`src/hw/ahj_pkg.sv`:
```
// Package of constants and types for the arithmetic, halt and jump unit
// =====================================================================
package ahj_pkg;
   // =================================================================
   // Widths
   localparam int DATA_W = 8;
   localparam int PC_W = 13;
   // =================================================================
   // Decimal adjust and increment/decrement constants
   localparam logic [3:0] BCD_MAX_DIGIT = 4'h9;
   localparam logic [7:0] ADJ_LOW = 8'h06;
   localparam logic [7:0] ADJ_HIGH = 8'h60;
   localparam logic [7:0] ADJ_NONE = 8'h00;
   localparam logic [7:0] ONE = 8'h01;
   // Reset values
   localparam logic [7:0] ACC_RST = 8'h00;
   localparam logic [PC_W-1:0] PC_RST = 13'h0000;
   // =================================================================
   // Operation codes presented by decode
   typedef enum logic [2:0] {
      AHJ_OP_NONE = 3'h0,
      AHJ_OP_BCD_ADJ = 3'h1,
      AHJ_OP_MDEC = 3'h2,
      AHJ_OP_ACC_DOWN = 3'h3,
      AHJ_OP_MINC = 3'h4,
      AHJ_OP_ACC_UP = 3'h5,
      AHJ_OP_HALT = 3'h6,
      AHJ_OP_JUMP = 3'h7
   } ahj_op_t;
   // Sequencer states, one-hot
   typedef enum logic [2:0] {
      AHJ_ST_RUN = 3'b001,
      AHJ_ST_DUMMY = 3'b010,
      AHJ_ST_HALT = 3'b100
   } ahj_state_t;
endpackage : ahj_pkg

```
`src/hw/ahj_arith.sv`:
```
// Combinational decimal adjust and increment/decrement datapath
`timescale 1ns/1ps
module ahj_arith
   import ahj_pkg::*;
(
   input wire ahj_op_t i_op,
   input wire logic [7:0] i_acc,
   input wire logic [7:0] i_mem,
   input wire logic i_carry,
   input wire logic i_aux_carry_flag,
   output logic [7:0] o_result,
   output logic o_carry
);
   logic low_fix;
   logic high_fix;
   logic [8:0] daa_sum;
   // =================================================================
   // Nibble correction choice
   always_comb begin
      low_fix = (i_acc[3:0] > BCD_MAX_DIGIT) || i_aux_carry_flag;
      high_fix = (i_acc[7:4] > BCD_MAX_DIGIT) || i_carry;
      daa_sum = {1'b0, i_acc} + {1'b0, (low_fix ? ADJ_LOW : ADJ_NONE)}
         + {1'b0, (high_fix ? ADJ_HIGH : ADJ_NONE)};
   end
   // =================================================================
   // Result select, all sums wrap at eight bits
   always_comb begin
      o_result = i_acc;
      o_carry = i_carry;
      unique case (i_op)
         AHJ_OP_BCD_ADJ: begin
            o_result = daa_sum[7:0];
            // Carry sticks if already set, or if the high nibble was above 9, or if the sum passes eight bits
            o_carry = i_carry | high_fix | daa_sum[8];
         end
         AHJ_OP_MDEC, AHJ_OP_ACC_DOWN: begin
            o_result = i_mem - ONE;
         end
         AHJ_OP_MINC, AHJ_OP_ACC_UP: begin
            o_result = i_mem + ONE;
         end
         default: o_result = i_acc;
      endcase
   end
endmodule : ahj_arith

```
`src/hw/ahj_exec.sv`:
```
// Execution unit for decimal adjust, inc/dec, power-down and jump
`timescale 1ns/1ps
module ahj_exec
   import ahj_pkg::*;
(
   input wire logic i_ref_clk,
   input wire logic i_arst_n,
   input wire logic i_valid,
   input wire ahj_op_t i_op,
   input wire logic [7:0] i_mem_rdata,
   input wire logic [PC_W-1:0] i_jump_addr,
   input wire logic i_wake,
   input wire logic i_watchdog_timeout,
   input wire logic i_aux_carry_flag,
   output logic o_ready,
   output logic [7:0] o_acc,
   output logic o_mem_we,
   output logic [7:0] o_mem_wdata,
   output logic [PC_W-1:0] o_pc,
   output logic o_carry,
   output logic o_zero,
   output logic o_timeout_flag,
   output logic o_power_down_flag,
   output logic o_watchdog_clear,
   output logic o_clk_gate_off
);
   ahj_state_t state_q, state_d;
   logic [7:0] acc_q, acc_d;
   logic [7:0] wdata_q, wdata_d;
   logic we_q, we_d;
   logic [PC_W-1:0] pc_q, pc_d;
   logic carry_q, carry_d, zero_q, zero_d;
   logic to_q, to_d, pwrdn_q, pwrdn_d, wclr_q, wclr_d;
   logic [7:0] arith_res;
   logic arith_carry;
   logic [2:0] wake_sync_q;
   logic wake_seen;
   logic take;

   // =================================================================
   // Datapath
   ahj_arith u_arith (
      .i_op(i_op),
      .i_acc(acc_q),
      .i_mem(i_mem_rdata),
      .i_carry(carry_q),
      .i_aux_carry_flag(i_aux_carry_flag),
      .o_result(arith_res),
      .o_carry(arith_carry)
   );

   // =================================================================
   // Wake pin synchroniser, wake seen when stages two and three are both high
   always_ff @(posedge i_ref_clk or negedge i_arst_n) begin
      if (!i_arst_n) begin
         wake_sync_q <= 3'h0;
      end else begin
         wake_sync_q <= {wake_sync_q[1:0], i_wake};
      end
   end
   assign wake_seen = wake_sync_q[1] & wake_sync_q[2];

   // Decode accepts only in run state; dummy and halt stall the fetch
   assign o_ready = (state_q == AHJ_ST_RUN);
   assign take = i_valid && o_ready;

   // =================================================================
   // Next state of sequencer, registers and flags
   always_comb begin
      state_d = state_q;
      acc_d = acc_q;
      wdata_d = wdata_q;
      we_d = 1'b0;
      pc_d = pc_q;
      carry_d = carry_q;
      zero_d = zero_q;
      to_d = to_q | i_watchdog_timeout;
      pwrdn_d = pwrdn_q;
      wclr_d = 1'b0;
      unique case (state_q)
         AHJ_ST_RUN: begin
            if (take) begin
               pc_d = pc_q + 13'h0001;
               unique case (i_op)
                  AHJ_OP_BCD_ADJ: begin
                     wdata_d = arith_res;
                     we_d = 1'b1;
                     carry_d = arith_carry;
                  end
                  AHJ_OP_MDEC, AHJ_OP_MINC: begin
                     wdata_d = arith_res;
                     we_d = 1'b1;
                     zero_d = (arith_res == 8'h00);
                  end
                  AHJ_OP_ACC_DOWN, AHJ_OP_ACC_UP: begin
                     acc_d = arith_res;
                     zero_d = (arith_res == 8'h00);
                  end
                  AHJ_OP_HALT: begin
                     // Halt wins over a timeout in the same cycle
                     wclr_d = 1'b1;
                     to_d = 1'b0;
                     pwrdn_d = 1'b1;
                     state_d = AHJ_ST_HALT;
                  end
                  AHJ_OP_JUMP: begin
                     pc_d = i_jump_addr;
                     state_d = AHJ_ST_DUMMY;
                  end
                  default: pc_d = pc_q + 13'h0001;
               endcase
            end
         end
         AHJ_ST_DUMMY: state_d = AHJ_ST_RUN;
         AHJ_ST_HALT: begin
            // All state held except the timeout flag and the watchdog clear pulse; only a synchronised wake resumes
            if (wake_seen) begin
               state_d = AHJ_ST_RUN;
            end
         end
      endcase
   end

   always_ff @(posedge i_ref_clk or negedge i_arst_n) begin
      if (!i_arst_n) begin
         state_q <= AHJ_ST_RUN;
         acc_q <= ACC_RST;
         wdata_q <= ACC_RST;
         we_q <= 1'b0;
         pc_q <= PC_RST;
         carry_q <= 1'b0;
         zero_q <= 1'b0;
         to_q <= 1'b0;
         pwrdn_q <= 1'b0;
         wclr_q <= 1'b0;
      end else begin
         state_q <= state_d;
         acc_q <= acc_d;
         wdata_q <= wdata_d;
         we_q <= we_d;
         pc_q <= pc_d;
         carry_q <= carry_d;
         zero_q <= zero_d;
         to_q <= to_d;
         pwrdn_q <= pwrdn_d;
         wclr_q <= wclr_d;
      end
   end

   // =================================================================
   // Outputs
   assign o_acc = acc_q;
   assign o_mem_we = we_q;
   assign o_mem_wdata = wdata_q;
   assign o_pc = pc_q;
   assign o_carry = carry_q;
   assign o_zero = zero_q;
   assign o_timeout_flag = to_q;
   assign o_power_down_flag = pwrdn_q;
   assign o_watchdog_clear = wclr_q;
   assign o_clk_gate_off = (state_q == AHJ_ST_HALT);

   // =================================================================
   // Assertions
   a_halt_flags: assert property (@(posedge i_ref_clk) disable iff (!i_arst_n)
      take && i_op == AHJ_OP_HALT |=> o_power_down_flag && !o_timeout_flag
      && o_watchdog_clear && o_clk_gate_off)
      else $error("halt flag update wrong");
   a_jump_two_cycles: assert property (@(posedge i_ref_clk)
      disable iff (!i_arst_n)
      take && i_op == AHJ_OP_JUMP |=> !o_ready ##1 o_ready)
      else $error("jump not two cycles");
   a_jump_target: assert property (@(posedge i_ref_clk) disable iff (!i_arst_n)
      take && i_op == AHJ_OP_JUMP |=> o_pc == $past(i_jump_addr)
      && $stable(o_carry) && $stable(o_zero))
      else $error("jump target or flags wrong");
   a_inc_mem: assert property (@(posedge i_ref_clk) disable iff (!i_arst_n)
      take && i_op == AHJ_OP_MINC |=> o_mem_we
      && o_mem_wdata == 8'($past(i_mem_rdata) + 8'h01)
      && $stable(o_carry))
      else $error("increment to memory wrong");
   a_dec_mem: assert property (@(posedge i_ref_clk) disable iff (!i_arst_n)
      take && i_op == AHJ_OP_MDEC |=> o_mem_we
      && o_mem_wdata == 8'($past(i_mem_rdata) - 8'h01)
      && o_zero == (o_mem_wdata == 8'h00))
      else $error("decrement to memory wrong");
   a_inc_acc: assert property (@(posedge i_ref_clk) disable iff (!i_arst_n)
      take && i_op == AHJ_OP_ACC_UP |=> !o_mem_we
      && o_acc == 8'($past(i_mem_rdata) + 8'h01))
      else $error("increment to acc wrong");
   a_dec_acc: assert property (@(posedge i_ref_clk) disable iff (!i_arst_n)
      take && i_op == AHJ_OP_ACC_DOWN |=> !o_mem_we
      && o_acc == 8'($past(i_mem_rdata) - 8'h01)
      && o_zero == (o_acc == 8'h00))
      else $error("decrement to acc wrong");
   a_daa_low_fix: assert property (@(posedge i_ref_clk)
      disable iff (!i_arst_n)
      take && i_op == AHJ_OP_BCD_ADJ && o_acc[3:0] > 4'h9
      && o_acc[7:4] < 4'h9
      && !o_carry |=> o_mem_we && o_mem_wdata[3:0] == 4'($past(o_acc[3:0])
      + 4'h6) && $stable(o_zero))
      else $error("decimal adjust low nibble wrong");
   a_daa_carry: assert property (@(posedge i_ref_clk) disable iff (!i_arst_n)
      take && i_op == AHJ_OP_BCD_ADJ && o_acc[7:4] > 4'h9
      |=> o_carry)
      else $error("decimal adjust carry missing");
   a_halt_holds: assert property (@(posedge i_ref_clk) disable iff (!i_arst_n)
      o_clk_gate_off && !wake_seen |=> $stable(o_acc) && $stable(o_pc))
      else $error("state lost while halted");
   // =================================================================
   // Sequencing checks that the directed scenarios rarely stress
   // A no-operation only steps the pc; carry, zero and acc must not move
   a_none_steps_pc: assert property (@(posedge i_ref_clk)
      disable iff (!i_arst_n)
      take && i_op == AHJ_OP_NONE |=> o_ready && !o_mem_we
      && o_pc == $past(o_pc) + 13'h0001 && $stable(o_acc)
      && $stable(o_carry) && $stable(o_zero))
      else $error("no-operation changed state");
   // Watchdog clear is a single pulse, halting does not repeat it
   a_wdt_clear_pulse: assert property (@(posedge i_ref_clk)
      disable iff (!i_arst_n)
      o_watchdog_clear |=> !o_watchdog_clear)
      else $error("watchdog clear held too long");
   // Memory kept while halted: no write strobe may appear
   a_halt_no_write: assert property (@(posedge i_ref_clk)
      disable iff (!i_arst_n)
      o_clk_gate_off ##1 o_clk_gate_off |-> !o_mem_we)
      else $error("memory written while halted");
endmodule : ahj_exec

```
`config.mk`:
```
export PLATFORM = sky130hd
export DESIGN_NAME = ahj_exec
export DESIGN_NICKNAME = d
export VERILOG_FILES = /design/src/hw/ahj_pkg.sv /design/src/hw/ahj_arith.sv /design/src/hw/ahj_exec.sv
export SDC_FILE = /design/constraint.sdc
export NUM_CORES = 1
export LEC_CHECK = 0
export BUFFER_PORTS_ARGS = -buffer_cell sky130_fd_sc_hd__buf_2
export CAP_MARGIN = 5
export CORE_UTILIZATION = 40
export DETAILED_ROUTE_END_ITERATION = 8
export GPL_TIMING_DRIVEN = 0
export PLACE_DENSITY = 0.7
export SLEW_MARGIN = 20
export SYNTH_ARGS = -nofsm -noshare
export SYNTH_HDL_FRONTEND = slang
export SYNTH_SLANG_ARGS = --single-unit
```
`constraint.sdc`:
```
create_clock -name i_ref_clk -period 2.4 [get_ports i_ref_clk]
set_input_delay 0.12 -clock i_ref_clk [delete_from_list [all_inputs] [get_ports i_ref_clk]]
set_output_delay 0.12 -clock i_ref_clk [all_outputs]
set_load 0.1 [all_outputs]
```
==> impl_metrics.tcl, run 1 <==
set metrics [dict create \
    chipWidth_um 84.2 \
    dpl.hpwl_um 5320 \
    insertedDiodeCount 0 \
    vias_per_cell 5.69 \
    cp-end-kind "register" \
    yosysWarnings 0 \
    syn-num-nets 378 \
    clock-skew-final_ps 6.51 \
    synth_flop_cell "dfrtp_1" \
    crit_start "o_acc[1]$_DFFE_PN0P_" \
    cp_slowest_cell "dfrtp_4" \
    setup_violations 0 \
    finalWorstSetupSlack_ps 4.58 \
    drv_slew 0 \
    grt_pass1_wl_um 12200 \
    cap_violations 0 \
    synth_area_mm2 0.00270 \
    num_io_pins 67 \
    clk_latency_ps 300 \
    cp_num_buf_inv 1 \
    rsz0062_at_grt "true" \
    antenna_found_initial 0 \
    start_util_pct 42.1 \
    worst_pin_slew_ps 904 \
    portBuffers 62 \
    drc 6 \
    power.density_mw_per_mm2 1420 \
    vdd.ir_drop.worst_uv 1230 \
    coreArea_mm2 0.00642 \
    r2r_end "o_zero$_DFFE_PN0P_" \
    crit_family "compound AO/OA/AOI/OAI gates" \
    tritoncts "yes" \
    internal-power_mw 1.75 \
    max_stage_delay_ps 450 \
    finalHoldViolations 0 \
    cts.sinks 41 \
    syn_area_per_cell_um2 8.00 \
    holdCritPathClass "in2reg" \
    grt.total_usage_pct 21.3 \
    synth_edf_count 0 \
    layout-drive-gt1-share_pct 27.1 \
    grt.overflow.total 0 \
    rr_worst_depth 11 \
    firstDrtPassIters 7 \
    synthArstFlopShare_pct 100 \
    crit_chain "o21ai_2, nand2b_1, ha_2, inv_2, fa_2, nor2_2, xnor2_1, nor3_1, a221o_1, nor4_2, a32o_2" \
    min_period_ps 2400 \
    p_sw_mw 2.96 \
    wl_per_cell_um 15.0 \
    vias 2809 \
    crit_path_end "o_zero$_DFFE_PN0P_" \
    cts_root_buf "clkbuf_8" \
    power_mw 4.72 \
    power.leakage_nw 1.55 \
    path_clk_slew_ps 80 \
    status "finished, violations left" \
    r2r-start "o_acc[1]$_DFFE_PN0P_" \
    dieArea_mm2 0.00709 \
    cts_inserted_buffers 5 \
    htreeDepth 2 \
    seq_power_share_pct 25.9 \
    violations "design-rule violations" \
    syn2layout_area_growth_pct 23.4 \
    gp_congestion 0.878 \
    crit_fanout 5 \
    start_kind "register" \
    combPwrFrac_pct 64.5 \
    crit_cells 11 \
    clockPowerShare_pct 9.6 \
    ant_nets 0 \
    drt_iter0_drc 231 \
    rows 29 \
    postRouteWirelength_um 7420 \
    synth_seq_area_share_pct 38.0 \
    switching_share_pct 62.8 \
    slew_headroom_pct 39.7 \
    grt_pass1_vias 2526 \
    synth.distinct_cells 55 \
    place_ws_ps -166 \
    worst-setup-path-type "reg2reg" \
    max_freq_mhz 417 \
    fin_nets 456 \
    fin_crit_sh_pct 99.8 \
    cts_buffer_depth 2 \
    dieHeight_um 84.2 \
    cp_data_arrival_time_ps 2640 \
    grt_start_max_net_pins 42 \
    cp_data_required_time_ps 2650 \
    ys_ff_latch 41 \
    netlist_instances 338 \
    reg2reg_setup_slack_ps 5 \
]
-- worst min path at each step --
stage                        start                        to  depth (start not counted)
detailed placement          i_wake  wake_sync_q[0]$_DFF_PN0_                          1
CTS                 i_jump_addr[0]       o_pc[0]$_DFFE_PN0P_                          3
global placement            i_wake  wake_sync_q[0]$_DFF_PN0_                          1
global route        i_jump_addr[0]       o_pc[0]$_DFFE_PN0P_                          3
floorplan                 i_arst_n      o_acc[0]$_DFFE_PN0P_                          0
finish              i_jump_addr[0]       o_pc[0]$_DFFE_PN0P_                          3
-- metal layers --
layer | routed length, um | up-vias | track usage [%] | part of all wire (%)
met3 | 440 | 14 | 4.13 | 5.9
met4 | 138 | 0 | 7.21 | 1.9
met1 | 3340 | 1341 | 28.6 | 45
met5 | 0 | - | 0 | 0
met2 | 3490 | 90 | 34.8 | 47
li1 | - | 1364 | - | -
-- synthesized netlist by cell type, types with 2 or more instances --
cell        n  share of area, %
mux2i_1     2              0.74
a221o_1     2              0.74
clkbuf_1   13               1.8
inv_1       9               1.2
mux2_2      6               2.5
o22ai_1     5               1.2
nand4_1     5               1.2
o21bai_1    2              0.56
a21oi_1    34               6.3
nor2_1     34               4.7
a221oi_1    2              0.65
dfrtp_1    40                37
nand3_1    14               2.6
o211ai_1    4               1.1
nand2_1    55               7.6
o21ai_0    35               6.5
or3_1       2              0.46
o2111ai_1   2              0.65
and2_1      2              0.46
ha_1        9               4.2
nor4_1      2              0.46
xor2_1      3              0.97
buf_4       3              0.83
and3_1      2              0.46
buf_2       2              0.37
nand2b_1    6               1.4
nor3_1     11               2.0
xnor2_1     5               1.6
-- stage by stage --
step	area, um2	TNS, ps	instances	utilization (%)	hold WS, ps
after global placement	3130	-168	477	48.7	228
after global routing	3330	-361	494	51.9	73.6
final	3330	0	494	51.9	41.8
after detailed placement	3130	-290	477	48.7	231
after CTS	3270	0	488	50.9	42.3
after floorplan	2720	-85.1	338	-	-176
-- layout make-up --
class | count | area [um2]
fill | 620 | 3090
multi-input combinational | 269 | 1600
sequential | 41 | 1040
timing repair buffer | 71 | 387
tap | 77 | 96.3
buffer | 18 | 81.3
clock buffer | 5 | 68.8
inverter | 10 | 40.0
clock inverter | 3 | 17.5
-- placed cells by master (no fill, tap or decap), drive strengths merged, types with 3 or more instances in the layout --
| cell type | n |
|---|---|
| a21oi | 34 |
| a221oi | 3 |
| and2 | 3 |
| buf | 74 |
| clkbuf | 18 |
| dfrtp | 40 |
| ha | 9 |
| inv | 10 |
| mux2 | 6 |
| nand2 | 55 |
| nand2b | 6 |
| nand3 | 14 |
| nand4 | 5 |
| nor2 | 34 |
| nor3 | 12 |
| o211ai | 4 |
| o21ai | 36 |
| o22ai | 5 |
| xnor2 | 5 |
| xor2 | 3 |
-- power by group through the flow --
| stage | combinational, mW | sequential, mW | clock [mW] |
|---|---|---|---|
| after floorplan | 0.796 | 2.84 | 0 |
| after global placement | 2.89 | 1.24 | 0 |
| after detailed placement | 2.92 | 1.24 | 0 |
| after CTS | 2.97 | 1.22 | 0.462 |
| after global routing | 3.19 | 1.26 | 0.492 |
| final | 3.04 | 1.22 | 0.455 |
-- cell families (layout without fill, tap and decap cells) --
family | count (synthesis) | count (layout) | share of synthesized area, %
buffers and inverters | 28 | 107 | 4.49
DFF | 41 | 41 | 38.0
and+or+nand+nor | 140 | 140 | 23.5
xor gates and xnor gates | 8 | 8 | 2.59
muxes | 8 | 8 | 3.24
adders and majority gates | 11 | 11 | 5.32
AOI/OAI and AO/OA | 102 | 102 | 22.9
-- tightest hold or removal path, cell delays in order --
cell	delay, ps
buf_2	80
nand3_1	50
nand2_1	60
-- repair_timing --
action,CTS,global route
pin swaps,2,4
setup endpoints to repair,6,7
hold buffers,2,0
resized for setup,5,7
endpoints found under the hold margin,41,0
buffers inserted,1,6
-- sequential cells by signal, summed over array words and instances (netlist names) --
name / count
o_acc: 8
o_carry: 1
o_mem_wdata: 8
o_mem_we: 1
o_pc: 13
o_power_down_flag: 1
o_timeout_flag: 1
o_watchdog_clear: 1
o_zero: 1
state_q: 3
wake_sync_q: 3
Power figures use the tool's default switching activity.
==> run 2, diff against run 1 <==
- BUFFER_PORTS_ARGS: -buffer_cell sky130_fd_sc_hd__buf_2 -> -buffer_cell sky130_fd_sc_hd__clkbuf_2
==> run 2 against run 1 <==
  * The run ends with design-rule violations, negative hold slack, negative setup slack left
  * Maximum frequency is 0.21% lower
  * Combinational power is 1% lower
  * Non-clock buffer count is 4 lower
  * Die area stayed put
  * Core utilization is 0.58 points lower
  * Power shrank 1.0%
  * Sequential share of layout area grew 0.36 points
  * First-iteration DRC count decreased by 25%
  * Flip-flop and latch count unchanged
  * Clock skew barely moved
==> impl_metrics.tcl, run 2 (synthesized netlist as in run 1, its figures left out) <==
set metrics [dict create \
    final_cell_mix "clkbuf_2 (61), nand2_1 (55), dfrtp_1 (34)" \
    dieHeight_um 84.2 \
    portBuffers 62 \
    fin_crit_sh_pct 100 \
    fin_nets 452 \
    vias 2795 \
    firstDrtPassIters 9 \
    grt_pass1_wl_um 11900 \
    drc 6 \
    layout_commonest_cell "clkbuf_2" \
    min_period_ps 2400 \
    ant_nets 0 \
    rows 29 \
    syn2layout_area_growth_pct 22.0 \
    wl_per_cell_um 14.9 \
    start_util_pct 42.1 \
    finalHoldViolations 40 \
    cp_num_buf_inv 2 \
    vias_per_cell 5.70 \
    vdd.ir_drop.worst_uv 1160 \
    slew_headroom_pct 39.5 \
    holdCritPathClass "in2async" \
    crit_family "adder cells" \
    clk_latency_ps 290 \
    crit_start "o_acc[1]$_DFFE_PN0P_" \
    r2r_end "o_mem_wdata[3]$_DFFE_PN0P_" \
    violations "design-rule violations, negative hold slack, negative setup slack" \
    r2r-start "o_acc[1]$_DFFE_PN0P_" \
    setup_violations 1 \
    tns_ps -0.568 \
    worst-setup-path-type "reg2reg" \
    finalWorstSetupSlack_ps -0.568 \
    crit_chain "o21ai_2, nand2b_1, ha_2, inv_2, fa_2, nor2_2, xnor2_1, nor3_1, a221o_1, buf_4, mux2_2" \
    htreeDepth 2 \
    postRouteWirelength_um 7330 \
    cp-end-kind "register" \
    layout-drive-gt1-share_pct 26.6 \
    cp_slowest_cell "dfrtp_4" \
    clock-skew-final_ps 6.39 \
    start_kind "register" \
    grt_start_max_net_pins 42 \
    gp_congestion 0.892 \
    cp_data_required_time_ps 2590 \
    n_fill_cell 634 \
    worst_pin_slew_ps 907 \
    worst_hold_slack_ps -51.3 \
    crit_fanout 5 \
    cap_violations 0 \
    tritoncts "yes" \
    cts_buffer_depth 2 \
    power.density_mw_per_mm2 1420 \
    status "finished, violations left" \
    dieArea_mm2 0.00709 \
    power.leakage_nw 1.52 \
    cp_data_arrival_time_ps 2590 \
    rsz0062_at_grt "true" \
    dpl.hpwl_um 5240 \
    grt_pass1_vias 2458 \
    power_mw 4.67 \
    max_freq_mhz 417 \
    insertedDiodeCount 0 \
    coreArea_mm2 0.00642 \
    cts_root_buf "clkbuf_8" \
    num_io_pins 67 \
    path_clk_slew_ps 80 \
    max_stage_delay_ps 450 \
    chipWidth_um 84.2 \
    largest_reg_flops 13 \
    drv_slew 0 \
    cts_inserted_buffers 5 \
    grt.overflow.total 0 \
    grt.total_usage_pct 21.0 \
    cts.sinks 41 \
    rr_worst_depth 11 \
    antenna_found_initial 0 \
    drt_iter0_drc 174 \
    reg2reg_setup_slack_ps -0.6 \
]
## run 2: cell types whose count changed in the layout (fill, tap and decap cells not counted), sizes merged
cell / change
dlygate4sd3: -1
clkinvlp: -1
clkbuf: +62
buf: -64
## run 2: repair_timing
item | in CTS | in global routing
setup buffers | 1 | 3
pin swaps | 2 | 4
resized for setup | 5 | 9
hold endpoints to repair | 1 | 0
hold buffers | 1 | 0
endpoints found under the setup margin | 3 | 7
## run 2: routing by layer
metal | wire (um) | GRT usage, % | up-vias
met5 | 0 | 0 | -
met4 | 138 | 7.99 | 0
met3 | 364 | 4.23 | 11
met2 | 3500 | 33.5 | 88
met1 | 3320 | 28.2 | 1343
li1 | - | - | 1353
## run 2: how the worst max path moves through the flow
stage	to	depth (start not counted)	slack (ps)
6_report	o_mem_wdata[3]$_DFFE_PN0P_	11	-0.6
3_5_place_dp	o_zero$_DFFE_PN0P_	11	-150
4_1_cts	o_zero$_DFFE_PN0P_	10	30
3_3_place_gp	o_zero$_DFFE_PN0P_	11	-130
5_1_grt	o_zero$_DFFE_PN0P_	11	-130
2_1_floorplan	o_zero$_DFFE_PN0P_	11	-90
## run 2: cell type report
class	instances	area, um2	area share, %
inverter	10	40.0	1.21
timing repair buffer	67	350	10.6
tap	77	96.3	2.92
multi-input combinational	269	1600	48.7
buffer	18	81.3	2.47
clock buffer	6	72.6	2.20
clock inverter	2	10.0	0.304
sequential	41	1040	31.6
## run 2: power by group
part           internal (mW)  total, mW  switching (mW)
clock network          0.202      0.442           0.240
logic                  0.563       3.00            2.44
registers              0.960       1.23           0.270
total                   1.72       4.67            2.95
## run 2: per-stage QoR
| step | utilization (%) | std cells | cell area [um2] | setup slack (ps) |
|---|---|---|---|---|
| 5_1_grt | 51.3 | 490 | 3300 | -129 |
| 4_1_cts | 50.7 | 487 | 3260 | 26.9 |
| 3_5_place_dp | 48.7 | 477 | 3130 | -148 |
| 2_1_floorplan | - | 338 | 2720 | -85.1 |
| 3_3_place_gp | 48.7 | 477 | 3130 | -125 |
| 6_report | 51.3 | 490 | 3300 | -0.568 |
